--- src/cal_pkg.sv ---
package cal_pkg;
	// Clock and timing
	localparam int CLK_HZ = 50_000_000;
	localparam int MCLK_HZ = 7_680_000;
	localparam int LINK_DIV = 8;
	// Calibration times in microseconds at the reference master clock
	localparam int SELF_CAL_3750_US = 1300;
	localparam int SELF_CAL_2000_US = 2000;
	localparam int SYS_GAIN_100_US = 20400;
	localparam int SYS_GAIN_2P5_US = 800400;
	// Timeout in data-ready periods
	localparam int IDLE_DATA_READY_N_PERIODS = 32;
	localparam int DATA_READY_N_PERIOD_CYC = 13_333;
	// System gain acceptance: input at least this percent of full scale
	localparam int GAIN_MIN_PCT = 80;
	// Command codes
	localparam logic [7:0] CMD_SELF_OFFSET = 8'hf1;
	localparam logic [7:0] CMD_SELF_GAIN = 8'hf2;
	localparam logic [7:0] CMD_FULL_SELF = 8'hf0;
	localparam logic [7:0] CMD_SYS_OFFSET = 8'hf3;
	localparam logic [7:0] CMD_SYS_GAIN = 8'hf4;
	localparam logic [7:0] CMD_WRITE_REG = 8'h50;
	localparam logic [7:0] CMD_READ_REG = 8'h10;
	localparam logic [7:0] CMD_CONT_READ = 8'h03;
	// Register indices
	localparam logic [3:0] REG_STATUS = 4'h0;
	localparam logic [3:0] REG_CTRL = 4'h2;
	localparam logic [3:0] REG_RATE = 4'h3;
	localparam logic [3:0] REG_OFC0 = 4'h5;
	localparam logic [3:0] REG_FSC0 = 4'h8;
	localparam int REG_COUNT = 11;
	// Field positions
	localparam int STATUS_AUTO_CALIBRATION_ENABLE_BIT = 2;
	localparam int STATUS_BUF_BIT = 1;
	localparam logic [2:0] CTRL_GAIN_MASK = 3'h7;
	// Reset values
	localparam logic [7:0] STATUS_RST = 8'h00;
	localparam logic [7:0] CTRL_RST = 8'h20;
	localparam logic [7:0] RATE_RST = 8'hf0;
	localparam logic [23:0] OFC_RST = 24'h000000;
	localparam logic [23:0] FSC_RST = 24'h400000;
	// Converts microseconds at the master clock to system clock cycles
	function automatic int us_to_cyc(input int us);
		longint c;
		c = longint'(us) * CLK_HZ / 1_000_000;
		return (c < 1) ? 1 : int'(c);
	endfunction
	typedef enum logic [2:0]
	{
		CS_IDLE = 3'b000,
		CS_OFFSET = 3'b001,
		CS_GAIN = 3'b011,
		CS_SETTLE = 3'b010
	} cal_state_t;
endpackage

--- src/cal_link_if.sv ---
interface cal_link_if;
	logic cs_n;
	logic sclk;
	logic din;
	logic dout_o;
	logic dout_oe;
	logic data_ready_n;
	logic [23:0] ain_diff;
	logic ain_attached;
	modport device (input cs_n, input sclk, input din, output dout_o, output dout_oe,
		output data_ready_n, input ain_diff, output ain_attached);
	modport host (output cs_n, output sclk, output din, input dout_o, input dout_oe,
		input data_ready_n, output ain_diff, input ain_attached);
endinterface

--- src/cal_device.sv ---
module cal_device
	import cal_pkg::*;
#(
	parameter int OFFSET_CYC = us_to_cyc(SELF_CAL_2000_US / 2),
	parameter int GAIN_CYC = us_to_cyc(SELF_CAL_2000_US / 2),
	parameter int SETTLE_CYC = 64,
	parameter int IDLE_CYC = IDLE_DATA_READY_N_PERIODS * DATA_READY_N_PERIOD_CYC
)
(
	// System
	input wire logic clk,
	input wire logic sys_rst,
	// Link
	cal_link_if.device link,
	// Status
	output logic cal_busy,
	output logic [23:0] offset_out,
	output logic [23:0] gain_out
);
	// Pin synchronisers
	logic [1:0] cs_s, sclk_s, din_s;
	logic sclk_d;
	logic din_d;
	logic [23:0] ain_s1, ain_s2;
	always_ff @(posedge clk or posedge sys_rst)
	begin
		if (sys_rst)
		begin
			cs_s <= 2'h3;
			sclk_s <= 2'h0;
			din_s <= 2'h0;
			sclk_d <= 1'b0;
			din_d <= 1'b0;
			ain_s1 <= 24'h0;
			ain_s2 <= 24'h0;
		end
		else
		begin
			cs_s <= {cs_s[0], link.cs_n};
			sclk_s <= {sclk_s[0], link.sclk};
			din_s <= {din_s[0], link.din};
			sclk_d <= sclk_s[1];
			// Data as it stood before the detected fall
			din_d <= din_s[1];
			ain_s1 <= link.ain_diff;
			ain_s2 <= ain_s1;
		end
	end
	wire cs_hi = cs_s[1];
	wire sclk_rise = sclk_s[1] && !sclk_d;
	wire sclk_fall = !sclk_s[1] && sclk_d;
	// Serial engine
	logic [7:0] regs [REG_COUNT];
	logic [7:0] shreg;
	logic [2:0] bitcnt;
	logic [1:0] phase;
	logic [7:0] cmd;
	logic [3:0] ridx;
	logic [7:0] obyte;
	logic out_en;
	logic [31:0] idle_cnt;
	logic cal_req;
	logic [7:0] cal_cmd;
	wire [7:0] byte_in = {shreg[6:0], din_d};
	wire byte_done = sclk_fall && bitcnt == 3'h7;
	wire idle_to = idle_cnt >= 32'(IDLE_CYC);
	wire port_rst = cs_hi || idle_to;
	wire is_cal = byte_in == CMD_FULL_SELF || byte_in == CMD_SELF_OFFSET || byte_in == CMD_SELF_GAIN
		|| byte_in == CMD_SYS_OFFSET || byte_in == CMD_SYS_GAIN;
	wire is_wr = byte_in[7:4] == CMD_WRITE_REG[7:4];
	wire is_rd = byte_in[7:4] == CMD_READ_REG[7:4];
	wire [3:0] byte_idx = byte_in[3:0];
	wire idx_ok = 32'(ridx) < REG_COUNT;
	wire cfg_hit = ridx == REG_STATUS || ridx == REG_CTRL || ridx == REG_RATE;
	cal_state_t state, next_state;
	logic [31:0] cal_cnt;
	logic self_mode, gain_only, offset_only;
	wire cal_done_tick = cal_cnt == 32'h1;
	// Gain-cal time scales with the CTRL gain field only
	wire [31:0] gain_time = 32'(GAIN_CYC) + {29'h0, regs[REG_CTRL][2:0] & CTRL_GAIN_MASK} * 32'(SETTLE_CYC);
	always_ff @(posedge clk or posedge sys_rst)
	begin
		if (sys_rst)
		begin
			shreg <= 8'h0;
			bitcnt <= 3'h0;
			phase <= 2'h0;
			cmd <= 8'h0;
			ridx <= 4'h0;
			obyte <= 8'h0;
			out_en <= 1'b0;
			idle_cnt <= 32'h0;
			cal_req <= 1'b0;
			cal_cmd <= 8'h0;
			for (int i = 0; i < REG_COUNT; i++)
				regs[i] <= 8'h0;
			regs[REG_STATUS] <= STATUS_RST;
			regs[REG_CTRL] <= CTRL_RST;
			regs[REG_RATE] <= RATE_RST;
			{regs[REG_OFC0+2], regs[REG_OFC0+1], regs[REG_OFC0]} <= OFC_RST;
			{regs[REG_FSC0+2], regs[REG_FSC0+1], regs[REG_FSC0]} <= FSC_RST;
		end
		else
		begin
			cal_req <= 1'b0;
			idle_cnt <= (sclk_s[1] || port_rst) ? 32'h0 : idle_cnt + 32'h1;
			if (port_rst)
			begin
				bitcnt <= 3'h0;
				phase <= 2'h0;
				out_en <= 1'b0;
			end
			else
			begin
				if (sclk_rise && phase == 2'h2)
				begin
					out_en <= 1'b1;
					obyte <= (bitcnt == 3'h0) ? regs[ridx] : {obyte[6:0], 1'b0};
				end
				if (sclk_fall)
				begin
					shreg <= byte_in;
					bitcnt <= bitcnt + 3'h1;
				end
				if (byte_done)
				begin
					out_en <= 1'b0;
					unique case (phase)
						2'h0:
						begin
							cmd <= byte_in;
							ridx <= byte_idx;
							if (is_cal)
							begin
								cal_req <= 1'b1;
								cal_cmd <= byte_in;
							end
							phase <= is_wr ? 2'h1 : (is_rd ? 2'h2 : 2'h0);
						end
						2'h1:
						begin
							if (idx_ok)
								regs[ridx] <= byte_in;
							if (idx_ok && cfg_hit && regs[ridx] != byte_in && regs[REG_STATUS][STATUS_AUTO_CALIBRATION_ENABLE_BIT])
							begin
								cal_req <= 1'b1;
								cal_cmd <= CMD_FULL_SELF;
							end
							phase <= 2'h0;
						end
						2'h2:
							phase <= 2'h0;
						default:
							phase <= 2'h0;
					endcase
				end
			end
			if (cal_done_tick && (state == CS_OFFSET))
			begin
				if (!self_mode)
					{regs[REG_OFC0+2], regs[REG_OFC0+1], regs[REG_OFC0]} <= ain_s2;
				else
					{regs[REG_OFC0+2], regs[REG_OFC0+1], regs[REG_OFC0]} <= OFC_RST;
			end
			// System gain accepted only at or above threshold
			if (cal_done_tick && state == CS_GAIN
				&& (self_mode || 64'(ain_s2) * 100 >= 64'(GAIN_MIN_PCT) * 64'(24'h7fffff)))
				{regs[REG_FSC0+2], regs[REG_FSC0+1], regs[REG_FSC0]} <= self_mode ? FSC_RST : ain_s2;
		end
	end
	// Calibration sequencer
	always_comb
	begin
		next_state = state;
		unique case (state)
			CS_IDLE:
				if (cal_req)
					next_state = (cal_cmd == CMD_SELF_GAIN || cal_cmd == CMD_SYS_GAIN) ? CS_GAIN : CS_OFFSET;
			CS_OFFSET:
				if (cal_done_tick)
					next_state = offset_only ? CS_SETTLE : CS_GAIN;
			CS_GAIN:
				if (cal_done_tick)
					next_state = CS_SETTLE;
			CS_SETTLE:
				if (cal_done_tick)
					next_state = CS_IDLE;
			default:
				next_state = CS_IDLE;
		endcase
	end
	always_ff @(posedge clk or posedge sys_rst)
	begin
		if (sys_rst)
		begin
			state <= CS_IDLE;
			cal_cnt <= 32'h0;
			self_mode <= 1'b0;
			offset_only <= 1'b0;
			gain_only <= 1'b0;
			link.data_ready_n <= 1'b1;
			link.ain_attached <= 1'b1;
		end
		else
		begin
			state <= next_state;
			if (cal_cnt != 32'h0)
				cal_cnt <= cal_cnt - 32'h1;
			if (state == CS_IDLE && cal_req)
			begin
				self_mode <= cal_cmd == CMD_FULL_SELF || cal_cmd == CMD_SELF_OFFSET || cal_cmd == CMD_SELF_GAIN;
				offset_only <= cal_cmd == CMD_SELF_OFFSET || cal_cmd == CMD_SYS_OFFSET;
				gain_only <= cal_cmd == CMD_SELF_GAIN || cal_cmd == CMD_SYS_GAIN;
				// Same offset time for self and system
				cal_cnt <= (cal_cmd == CMD_SELF_GAIN || cal_cmd == CMD_SYS_GAIN) ? gain_time : 32'(OFFSET_CYC);
				link.data_ready_n <= 1'b1;
				link.ain_attached <= !(cal_cmd == CMD_FULL_SELF || cal_cmd == CMD_SELF_OFFSET
					|| cal_cmd == CMD_SELF_GAIN);
			end
			else if (state == CS_OFFSET && cal_done_tick)
			begin
				cal_cnt <= offset_only ? 32'(SETTLE_CYC) : gain_time;
				// Reattach before settling
				if (offset_only)
					link.ain_attached <= 1'b1;
			end
			else if (state == CS_GAIN && cal_done_tick)
			begin
				cal_cnt <= 32'(SETTLE_CYC);
				link.ain_attached <= 1'b1;
			end
			else if (state == CS_SETTLE && cal_done_tick)
			begin
				link.data_ready_n <= 1'b0;
				link.ain_attached <= 1'b1;
			end
		end
	end
	assign link.dout_o = obyte[7];
	assign link.dout_oe = out_en;
	always_ff @(posedge clk or posedge sys_rst)
	begin
		if (sys_rst)
		begin
			cal_busy <= 1'b0;
			offset_out <= OFC_RST;
			gain_out <= FSC_RST;
		end
		else
		begin
			cal_busy <= state != CS_IDLE;
			offset_out <= {regs[REG_OFC0+2], regs[REG_OFC0+1], regs[REG_OFC0]};
			gain_out <= {regs[REG_FSC0+2], regs[REG_FSC0+1], regs[REG_FSC0]};
		end
	end
endmodule

--- src/flat_wrapper.sv ---
// flat-port wrapper written by rule: the top's interface ports become plain ports
module cal_device_flat import cal_pkg::*;
#(
	parameter int OFFSET_CYC = us_to_cyc(SELF_CAL_2000_US / 2),
	parameter int GAIN_CYC = us_to_cyc(SELF_CAL_2000_US / 2),
	parameter int SETTLE_CYC = 64,
	parameter int IDLE_CYC = IDLE_DATA_READY_N_PERIODS * DATA_READY_N_PERIOD_CYC
)
  (clk, sys_rst, cal_busy, offset_out, gain_out, link_cs_n, link_sclk, link_din, link_dout_o, link_dout_oe, link_data_ready_n, link_ain_diff, link_ain_attached);
  cal_link_if link_i ();
  input wire logic clk;
  input wire logic sys_rst;
  output logic cal_busy;
  output logic [23:0] offset_out;
  output logic [23:0] gain_out;
  input wire logic [$bits(link_i.cs_n)-1:0] link_cs_n;
  input wire logic [$bits(link_i.sclk)-1:0] link_sclk;
  input wire logic [$bits(link_i.din)-1:0] link_din;
  output wire logic [$bits(link_i.dout_o)-1:0] link_dout_o;
  output wire logic [$bits(link_i.dout_oe)-1:0] link_dout_oe;
  output wire logic [$bits(link_i.data_ready_n)-1:0] link_data_ready_n;
  input wire logic [$bits(link_i.ain_diff)-1:0] link_ain_diff;
  output wire logic [$bits(link_i.ain_attached)-1:0] link_ain_attached;
  assign link_i.cs_n = link_cs_n;
  assign link_i.sclk = link_sclk;
  assign link_i.din = link_din;
  assign link_dout_o = link_i.dout_o;
  assign link_dout_oe = link_i.dout_oe;
  assign link_data_ready_n = link_i.data_ready_n;
  assign link_i.ain_diff = link_ain_diff;
  assign link_ain_attached = link_i.ain_attached;
  cal_device #(.OFFSET_CYC(OFFSET_CYC), .GAIN_CYC(GAIN_CYC), .SETTLE_CYC(SETTLE_CYC), .IDLE_CYC(IDLE_CYC)) u_core (.clk(clk), .sys_rst(sys_rst), .link(link_i), .cal_busy(cal_busy), .offset_out(offset_out), .gain_out(gain_out));
endmodule
--- config.mk ---
export PLATFORM = sky130hd
export DESIGN_NAME = cal_device_flat
export DESIGN_NICKNAME = d
export VERILOG_FILES = /design/src/cal_pkg.sv /design/src/cal_link_if.sv /design/src/cal_device.sv /design/src/flat_wrapper.sv
export SDC_FILE = /design/constraint.sdc
export NUM_CORES = 1
export LEC_CHECK = 0
export BUFFER_PORTS_ARGS = -buffer_cell sky130_fd_sc_hd__buf_2
export CELL_PAD_IN_SITES_DETAIL_PLACEMENT = 1
export CELL_PAD_IN_SITES_GLOBAL_PLACEMENT = 2
export CORE_UTILIZATION = 25
export DETAILED_ROUTE_END_ITERATION = 7
export GPL_TIMING_DRIVEN = 0
export HOLD_SLACK_MARGIN = 0.08
export PLACE_DENSITY_LB_ADDON = 0.1
export SYNTH_ARGS = -nofsm -noshare
export SYNTH_HDL_FRONTEND = slang
export SYNTH_SLANG_ARGS = --single-unit
--- constraint.sdc ---
create_clock -name clk -period 12.6 [get_ports clk]
set_input_delay 1.89 -clock clk [delete_from_list [all_inputs] [get_ports clk]]
set_output_delay 1.89 -clock clk [all_outputs]
set_load 0.03 [all_outputs]
==> results.rst, run 1 <==
.. list-table::
   :header-rows: 1

   * - Metric
     - Value
   * - Crit path setup slack, layout
     - 6.487 ns
   * - Hold WC Path Type
     - reg2reg
   * - Iter 0 DRT Violations
     - 562
   * - Number of synthesized flops with an enable pin
     - 0
   * - Clock tree from TritonCTS
     - built
   * - Final Cycle Share
     - 0.4852
   * - Skew final
     - 0.01871 ns
   * - Count of input and output buffers
     - 81
   * - Wire length per cell
     - 21.80 µm
   * - DPL Wire Length
     - 37,190 µm
   * - Number of buffers added to fix hold violations after cts
     - 0
   * - Post-synthesis instance area
     - 15,220 µm²
   * - Overall power consumption
     - 2.546 mW
   * - Layer with the highest usage
     - met2
   * - Reg2Reg Capture Point
     - u_core.regs[21]
   * - Fin cells
     - 2,322
   * - RSZ-0062 raised after global routing
     - false
   * - Area growth from synthesis to layout
     - 18.52%
   * - DP Worst Slack
     - 6.510 ns
   * - Slew @ Worst Pin
     - 1.376 ns
   * - Vias in the first global route
     - 12,000
   * - Area of the multi-input gates
     - 7154 µm²
   * - Global routing usage summed across all routing layers
     - 0.1670
   * - Number of instances in the synthesized netlist
     - 1,377
   * - Fill cell instance count of the final layout
     - 6,662
   * - Data required time of the worst path
     - 12.99 ns
   * - Share of the core filled with cells in the final layout
     - 0.2994
   * - LEAKAGE
     - 8.323 nW
   * - Top cells by area in the synthesized netlist
     - dfrtp_1 (47%), ha_1 (7.1%), mux2i_1 (3.8%), mux2_2 (3.7%), nor2_1 (2.7%)
   * - Fraction of registers with async set/reset
     - 1.000
   * - Buffers & Inverters on Critical Path
     - 4
   * - PD cells
     - 141.2 nW/µm²
   * - Sequential element share of the synthesized area
     - 0.4893
   * - Max-slew violations
     - 0
   * - Area taken by flip-flops and latches
     - 7446 µm²
   * - Result of the run
     - completed
   * - Leftover overflow at the end of global routing
     - 0
   * - Final hold vios
     - 0
   * - Final critical-path required period
     - 6.113 ns
   * - Most used standard cells in the synthesized netlist
     - dfrtp_1 (286), nor2_1 (110), inv_1 (106), ha_1 (86), nand2_1 (79)
   * - Number of clock buffers inserted by TritonCTS
     - 38
   * - Count of inserted antenna diode cells
     - 0
   * - Total stage count of the critical path
     - 17
   * - Crit path largest cell delay
     - 0.69 ns
   * - Via Count
     - 11,150
   * - Top-Level Pins
     - 82
   * - Ratio of routed vias to standard cells
     - 4.800
   * - Slowest stage cell, crit path
     - nor4_1
   * - Core region area
     - 60,250 µm²
   * - Buffers inserted during post-CTS setup optimization
     - 0
   * - Maximum number of pins on one net before global-route repair
     - 116
   * - Met1 global-route usage
     - 0.2360
   * - Critical R2R Launch
     - u_core.ain_s2[13]
   * - Max Cap Violations
     - 0
   * - #FFs+latches synth
     - 297
   * - Most used DFF post-synth
     - dfrtp_1
   * - Clock sink count
     - 297
   * - Cell count after placement
     - 2,254
   * - Worst-Skew Late Latency
     - 0.55 ns
   * - Clock slew seen by the registers of the worst setup and hold paths
     - 0.06 ns
   * - Dominant cell by count in the synthesized netlist
     - dfrtp_1
   * - Height of the die
     - 248.7 µm
   * - Final worst hold slack
     - 0.3440 ns
   * - Number of antenna violations at the first check in global routing
     - 2
   * - Global routing met3 resource utilization
     - 0.02362
   * - Final antenna-violating net count
     - 0
   * - FF-to-FF path depth
     - 17
   * - First-pass DRT Iterations
     - 5
   * - Die width
     - 248.7 µm
   * - Buffer levels on the longest clock path
     - 3
   * - Total wirelength of the detailed-routed design
     - 50,630 µm
   * - Worst slew margin
     - 0.07506
   * - Critical path peak fanout
     - 10
   * - Final nets
     - 1,646
   * - Die area
     - 61,860 µm²
   * - Met2 usage
     - 0.2683
   * - Largest delay contributor family on the critical path
     - compound AO/OA/AOI/OAI gates
   * - Most frequent CP cell
     - ha_1
   * - Endpoint type of the worst setup path
     - flip-flop
   * - Share of layout cells above drive strength 1
     - 0.1630
   * - Cell breakdown of the critical path
     - ha_1 > ha_1 > inv_1 > fa_1 > inv_1 > ha_1 > clkbuf_1 > a21oi_1 > o211ai_1 > nor3b_1 > a2111oi_0 > nand4b_1 > nor4_1 > a211oi_1 > clkbuf_1 > o211ai_1 > o221ai_1
   * - Number of setup violations in the final report
     - 0
   * - Area leader, netlist
     - dfrtp_1
   * - Maximum clock rate
     - 163.6 MHz
   * - Endpoint of the most critical setup path
     - u_core.regs[21]
   * - First-pass GRT wire length
     - 78,380 µm
   * - Peak VDD IR
     - 0.07703 mV
   * - CP Data Arrival Time
     - 6.51 ns
   * - Class of the most critical setup path
     - reg2reg
   * - Number of distinct library cells after synthesis
     - 79
   * - Placer's final routability congestion estimate
     - 0.7973
   * - DRC viols
     - 0
   * - Mean instance size in the synthesized netlist
     - 11.05 µm²
   * - Critical path launch point
     - u_core.ain_s2[13]
   * - Root Buffer
     - clkbuf_16
   * - Number of cells upsized or downsized after cts
     - 0
   * - Htree depth
     - 2
   * - Row Count
     - 90
   * - Area share of the leading cell type in the synthesized netlist
     - 0.4703
   * - Starting density of the core
     - 0.2526
   * - Warnings from Yosys
     - 0
   * - Startpoint type of the worst setup path
     - flip-flop
   * - R2R Setup Slk
     - 6.49 ns
[power breakdown]
part	switching, mW	leakage [nW]	internal [mW]
logic	0.264	3.72	0.135
registers	0.0132	3.96	0.966
clock network	0.442	0.645	0.726
total	0.720	8.32	1.83
[sequential cells by signal, summed over array words and instances (netlist names), 2 cells and up]
signal	flops
u_core.state	2
u_core.phase	2
u_core.cal_cmd	8
u_core.obyte	8
u_core.cs_s	2
u_core.bitcnt	3
u_core.sclk_s	2
u_core.offset_out	24
u_core.cal_cnt	32
u_core.shreg	7
u_core.gain_out	24
u_core.idle_cnt	32
u_core.ridx	4
u_core.regs	88
u_core.ain_s2	24
u_core.din_s	2
u_core.ain_s1	24
[area by class of cell]
| type | instances | area share |
|---|---|---|
| inverters | 106 | 0.02248 |
| flip-flops and latches | 297 | 0.4129 |
| multi-input cells | 917 | 0.3967 |
| clock buffers | 55 | 0.06022 |
| plain buffers | 69 | 0.01464 |
| well taps | 782 | 0.05425 |
| repair buffers | 83 | 0.02553 |
| clock inverters | 13 | 0.01332 |
[cells by family after synthesis]
group / count (synthesis) / share of synthesized area
fa+ha+maj: 105 / 0.09571
flops: 297 / 0.4893
mux: 124 / 0.09883
simple gates: 366 / 0.1239
compound gates: 249 / 0.1140
other cells: 1 / 0.0002464
buf+inv: 175 / 0.04350
xor+xnor: 60 / 0.03453
[worst min-delay path by stage]
stage,start,endpoint,slack [ns],cells past startpoint
after global placement,u_core.ain_s1[15],u_core.ain_s2[15],0.33,0
final,u_core.ain_s1[19],u_core.ain_s2[19],0.34,0
after CTS,u_core.ain_s1[19],u_core.ain_s2[19],0.35,0
after floorplan,u_core.ain_s1[0],u_core.ain_s2[0],0.33,0
after global routing,u_core.ain_s1[23],u_core.ain_s2[23],0.35,0
after detailed placement,u_core.ain_s1[19],u_core.ain_s2[19],0.34,0
[metal layers]
layer	part of all wire	vias up
li1	-	5163
met5	0	-
met3	0.032	55
met1	0.49	5740
met4	0.017	0
met2	0.46	188
[stage by stage]
stage	setup TNS [ns]	instance area (µm²)
finish	0	18030
global route	0	18030
floorplan	0	15260
global placement	-482.43	16650
detailed placement	0	16710
CTS	0	18030
[cells in the final DEF, fill, tap and decap left out, types with 12 or more instances in the layout]
cell / count
a21oi_1: 44
a221o_1: 13
mux2_2: 50
nor4_1: 12
mux4_2: 16
buf_2: 84
xor2_1: 20
nand2_1: 79
nor3_1: 18
nor2_1: 110
fa_1: 19
xnor2_1: 40
nand3_1: 31
o21ai_0: 55
nand2b_1: 13
clkbuf_1: 70
inv_1: 105
dfrtp_1: 286
ha_1: 86
clkbuf_16: 39
o211ai_1: 28
nor2b_1: 14
nand4_1: 14
o221ai_1: 24
conb_1: 13
mux2i_1: 58
and3_1: 15
[worst reg2reg max path, delay by kind of cell, from the launching register on]
family / cells / cell delay, ns
flops: 1 / 0.64
fa+ha+maj: 4 / 1.41
buf+inv: 4 / 0.72
compound gates: 6 / 2.11
simple gates: 3 / 1.09
(Power assumes the default switching activity.)
==> run 2, diff against run 1 <==
clock period = 6.23 ns   (was 12.6 ns; I/O delays follow)
==> results.rst, run 2 (same netlist as run 1, synthesis figures left out) <==
.. list-table::
   :header-rows: 1

   * - Metric
     - Value
   * - Clock network fraction of design power
     - 0.447
   * - Instance area at placement
     - 16,820 µm²
   * - LEAKAGE
     - 8.362 nW
   * - Clock tree from TritonCTS
     - built
   * - First-pass DRT Iterations
     - 5
   * - DRC viols
     - 0
   * - Number of setup violations in the final report
     - 0
   * - Area growth from synthesis to layout
     - 19.08%
   * - Buffers inserted during post-CTS setup optimization
     - 0
   * - Worst slew margin
     - 0.1135
   * - Final antenna-violating net count
     - 0
   * - Placer's final routability congestion estimate
     - 0.7847
   * - Htree depth
     - 2
   * - Global routing usage summed across all routing layers
     - 0.1681
   * - Startpoint type of the worst setup path
     - flip-flop
   * - Root Buffer
     - clkbuf_16
   * - Row Count
     - 90
   * - Internal
     - 3.571 mW
   * - Buffer levels on the longest clock path
     - 3
   * - Count of inserted antenna diode cells
     - 0
   * - Data required time of the worst path
     - 6.69 ns
   * - Starting density of the core
     - 0.2526
   * - Largest register FFs
     - 88
   * - Class of the most critical setup path
     - reg2reg
   * - Fill cell instance count of the final layout
     - 6,655
   * - Largest regs
     - u_core.regs: 88 flops, u_core.cal_cnt: 32 flops, u_core.idle_cnt: 32 flops
   * - Leftover overflow at the end of global routing
     - 0
   * - Final Cycle Share
     - 0.9310
   * - Ratio of routed vias to standard cells
     - 4.789
   * - Count of input and output buffers
     - 81
   * - Final worst hold slack
     - 0.3408 ns
   * - Peak VDD IR
     - 0.1765 mV
   * - Clock slew seen by the registers of the worst setup and hold paths
     - 0.06 ns
   * - Result of the run
     - completed
   * - Commonest non-fill, non-tap cell in the layout
     - dfrtp_1
   * - Wire length per cell
     - 21.81 µm
   * - Sequential power share
     - 0.390
   * - Final critical-path required period
     - 5.800 ns
   * - Die width
     - 248.7 µm
   * - RSZ-0062 raised after global routing
     - false
   * - Top-Level Pins
     - 82
   * - Total wirelength of the detailed-routed design
     - 50,890 µm
   * - Overall power consumption
     - 5.082 mW
   * - R2R Setup Slk
     - 0.43 ns
   * - Cell count after placement
     - 2,261
   * - Final nets
     - 1,654
   * - Vias in the first global route
     - 11,950
   * - Core region area
     - 60,250 µm²
   * - Max-slew violations
     - 0
   * - Die area
     - 61,860 µm²
   * - DPL Wire Length
     - 37,890 µm
   * - Skew final
     - 0.01368 ns
   * - Hold WC Path Type
     - reg2reg
   * - Net switching fraction of the power
     - 0.2972
   * - PD cells
     - 280.4 nW/µm²
   * - Fin cells
     - 2,333
   * - Logic pwr share
     - 0.163
   * - Maximum number of pins on one net before global-route repair
     - 44
   * - Endpoint type of the worst setup path
     - flip-flop
   * - Number of buffers added to fix hold violations after cts
     - 0
   * - Height of the die
     - 248.7 µm
   * - Worst-Skew Late Latency
     - 0.57 ns
   * - First-pass GRT wire length
     - 78,630 µm
   * - Clock sink count
     - 297
   * - Number of clock buffers inserted by TritonCTS
     - 39
   * - Design area
     - 18,120 µm²
   * - Max Cap Violations
     - 0
   * - Slew @ Worst Pin
     - 1.319 ns
   * - Via Count
     - 11,170
   * - Maximum clock rate
     - 172.4 MHz
   * - Iter 0 DRT Violations
     - 538
   * - Final hold vios
     - 0
   * - CP Data Arrival Time
     - 6.26 ns
   * - Net switching power
     - 1.510 mW
   * - Number of antenna violations at the first check in global routing
     - 2
   * - Critical path peak fanout
     - 10
   * - Share of layout cells above drive strength 1
     - 0.1728
   * - Commonest cells after routing, fill and taps aside
     - dfrtp_1 (286), nor2_1 (110), inv_1 (105)
   * - Largest Register
     - u_core.regs
==> run 2: changes by cell type in the layout (fill, tap and decap cells not counted), sizes merged <==
cell / change
clkinvlp: +3
bufinv: -4
clkinv: +7
clkbuf: -1
buf: +7
inv: -1
==> run 2: power groups by stage <==
| stage | Sequential, mW | Clock, mW | Combinational (mW) |
|---|---|---|---|
| after floorplan | 2.00 | 0 | 0.564 |
| after global placement | 2.02 | 0 | 0.810 |
| after detailed placement | 2.02 | 0 | 0.825 |
| after CTS | 1.98 | 2.35 | 0.831 |
| after global routing | 1.98 | 2.43 | 0.929 |
| final | 1.98 | 2.27 | 0.828 |
==> run 2: what timing repair did <==
| action | in CTS | in global routing |
|---|---|---|
| endpoints found under the setup margin | 0 | 22 |
| hold endpoints to repair | 0 | 0 |
| gates resized for setup | 0 | 3 |
==> run 2: critical path, stage by stage, from the launching register on <==
cell,delay [ns]
dfrtp_1,0.66
ha_1,0.32
ha_1,0.28
inv_1,0.05
fa_1,0.50
inv_1,0.05
ha_1,0.27
clkbuf_1,0.26
a21oi_1,0.40
o211ai_1,0.18
nor3b_1,0.22
a2111oi_0,0.71
nand4b_1,0.21
nor4_2,0.48
a211oi_2,0.29
o21a_1,0.35
buf_2,0.25
o221ai_1,0.21
==> run 2: layout make-up <==
class / count / area [µm²] / share of cell area
flip-flops and latches: 297 / 7446 / 0.4109
clock buffers: 54 / 1102 / 0.06083
repair buffers: 90 / 573.1 / 0.03162
well taps: 782 / 978.4 / 0.05399
clock inverters: 18 / 185.2 / 0.01022
inverters: 106 / 401.6 / 0.02216
multi-input cells: 917 / 7171 / 0.3957
plain buffers: 69 / 264.0 / 0.01457
==> run 2: metal layers <==
metal	track usage	part of all wire	vias to the layer above
met4	0.04224	0.021	0
met5	0	0	-
met1	0.2321	0.47	5748
li1	-	-	5175
met2	0.2735	0.47	190
met3	0.02665	0.037	59
==> run 2: per-stage QoR <==
stage               setup slack, ns  setup TNS [ns]  utilization
CTS                          0.1094               0       0.3005
finish                       0.4299               0       0.3008
detailed placement           0.1762               0       0.2791
floorplan                     1.359               0            -
global placement            -0.8819         -240.25       0.2764
global route                0.09753               0       0.3008
==> run 2: path summary, 6_finish.rpt <==
path                                         from                 to  cells past startpoint
max in group asynchronous                 sys_rst     u_core.cs_s[1]                      6
worst max register to register  u_core.ain_s2[13]    u_core.regs[21]                     17
worst min register to register   u_core.ain_s1[2]   u_core.ain_s2[2]                      0
min in group asynchronous                 sys_rst  u_core.ain_s2[15]                      2
worst min-delay path             u_core.ain_s1[2]   u_core.ain_s2[2]                      0
worst max-delay path            u_core.ain_s2[13]    u_core.regs[21]                     17
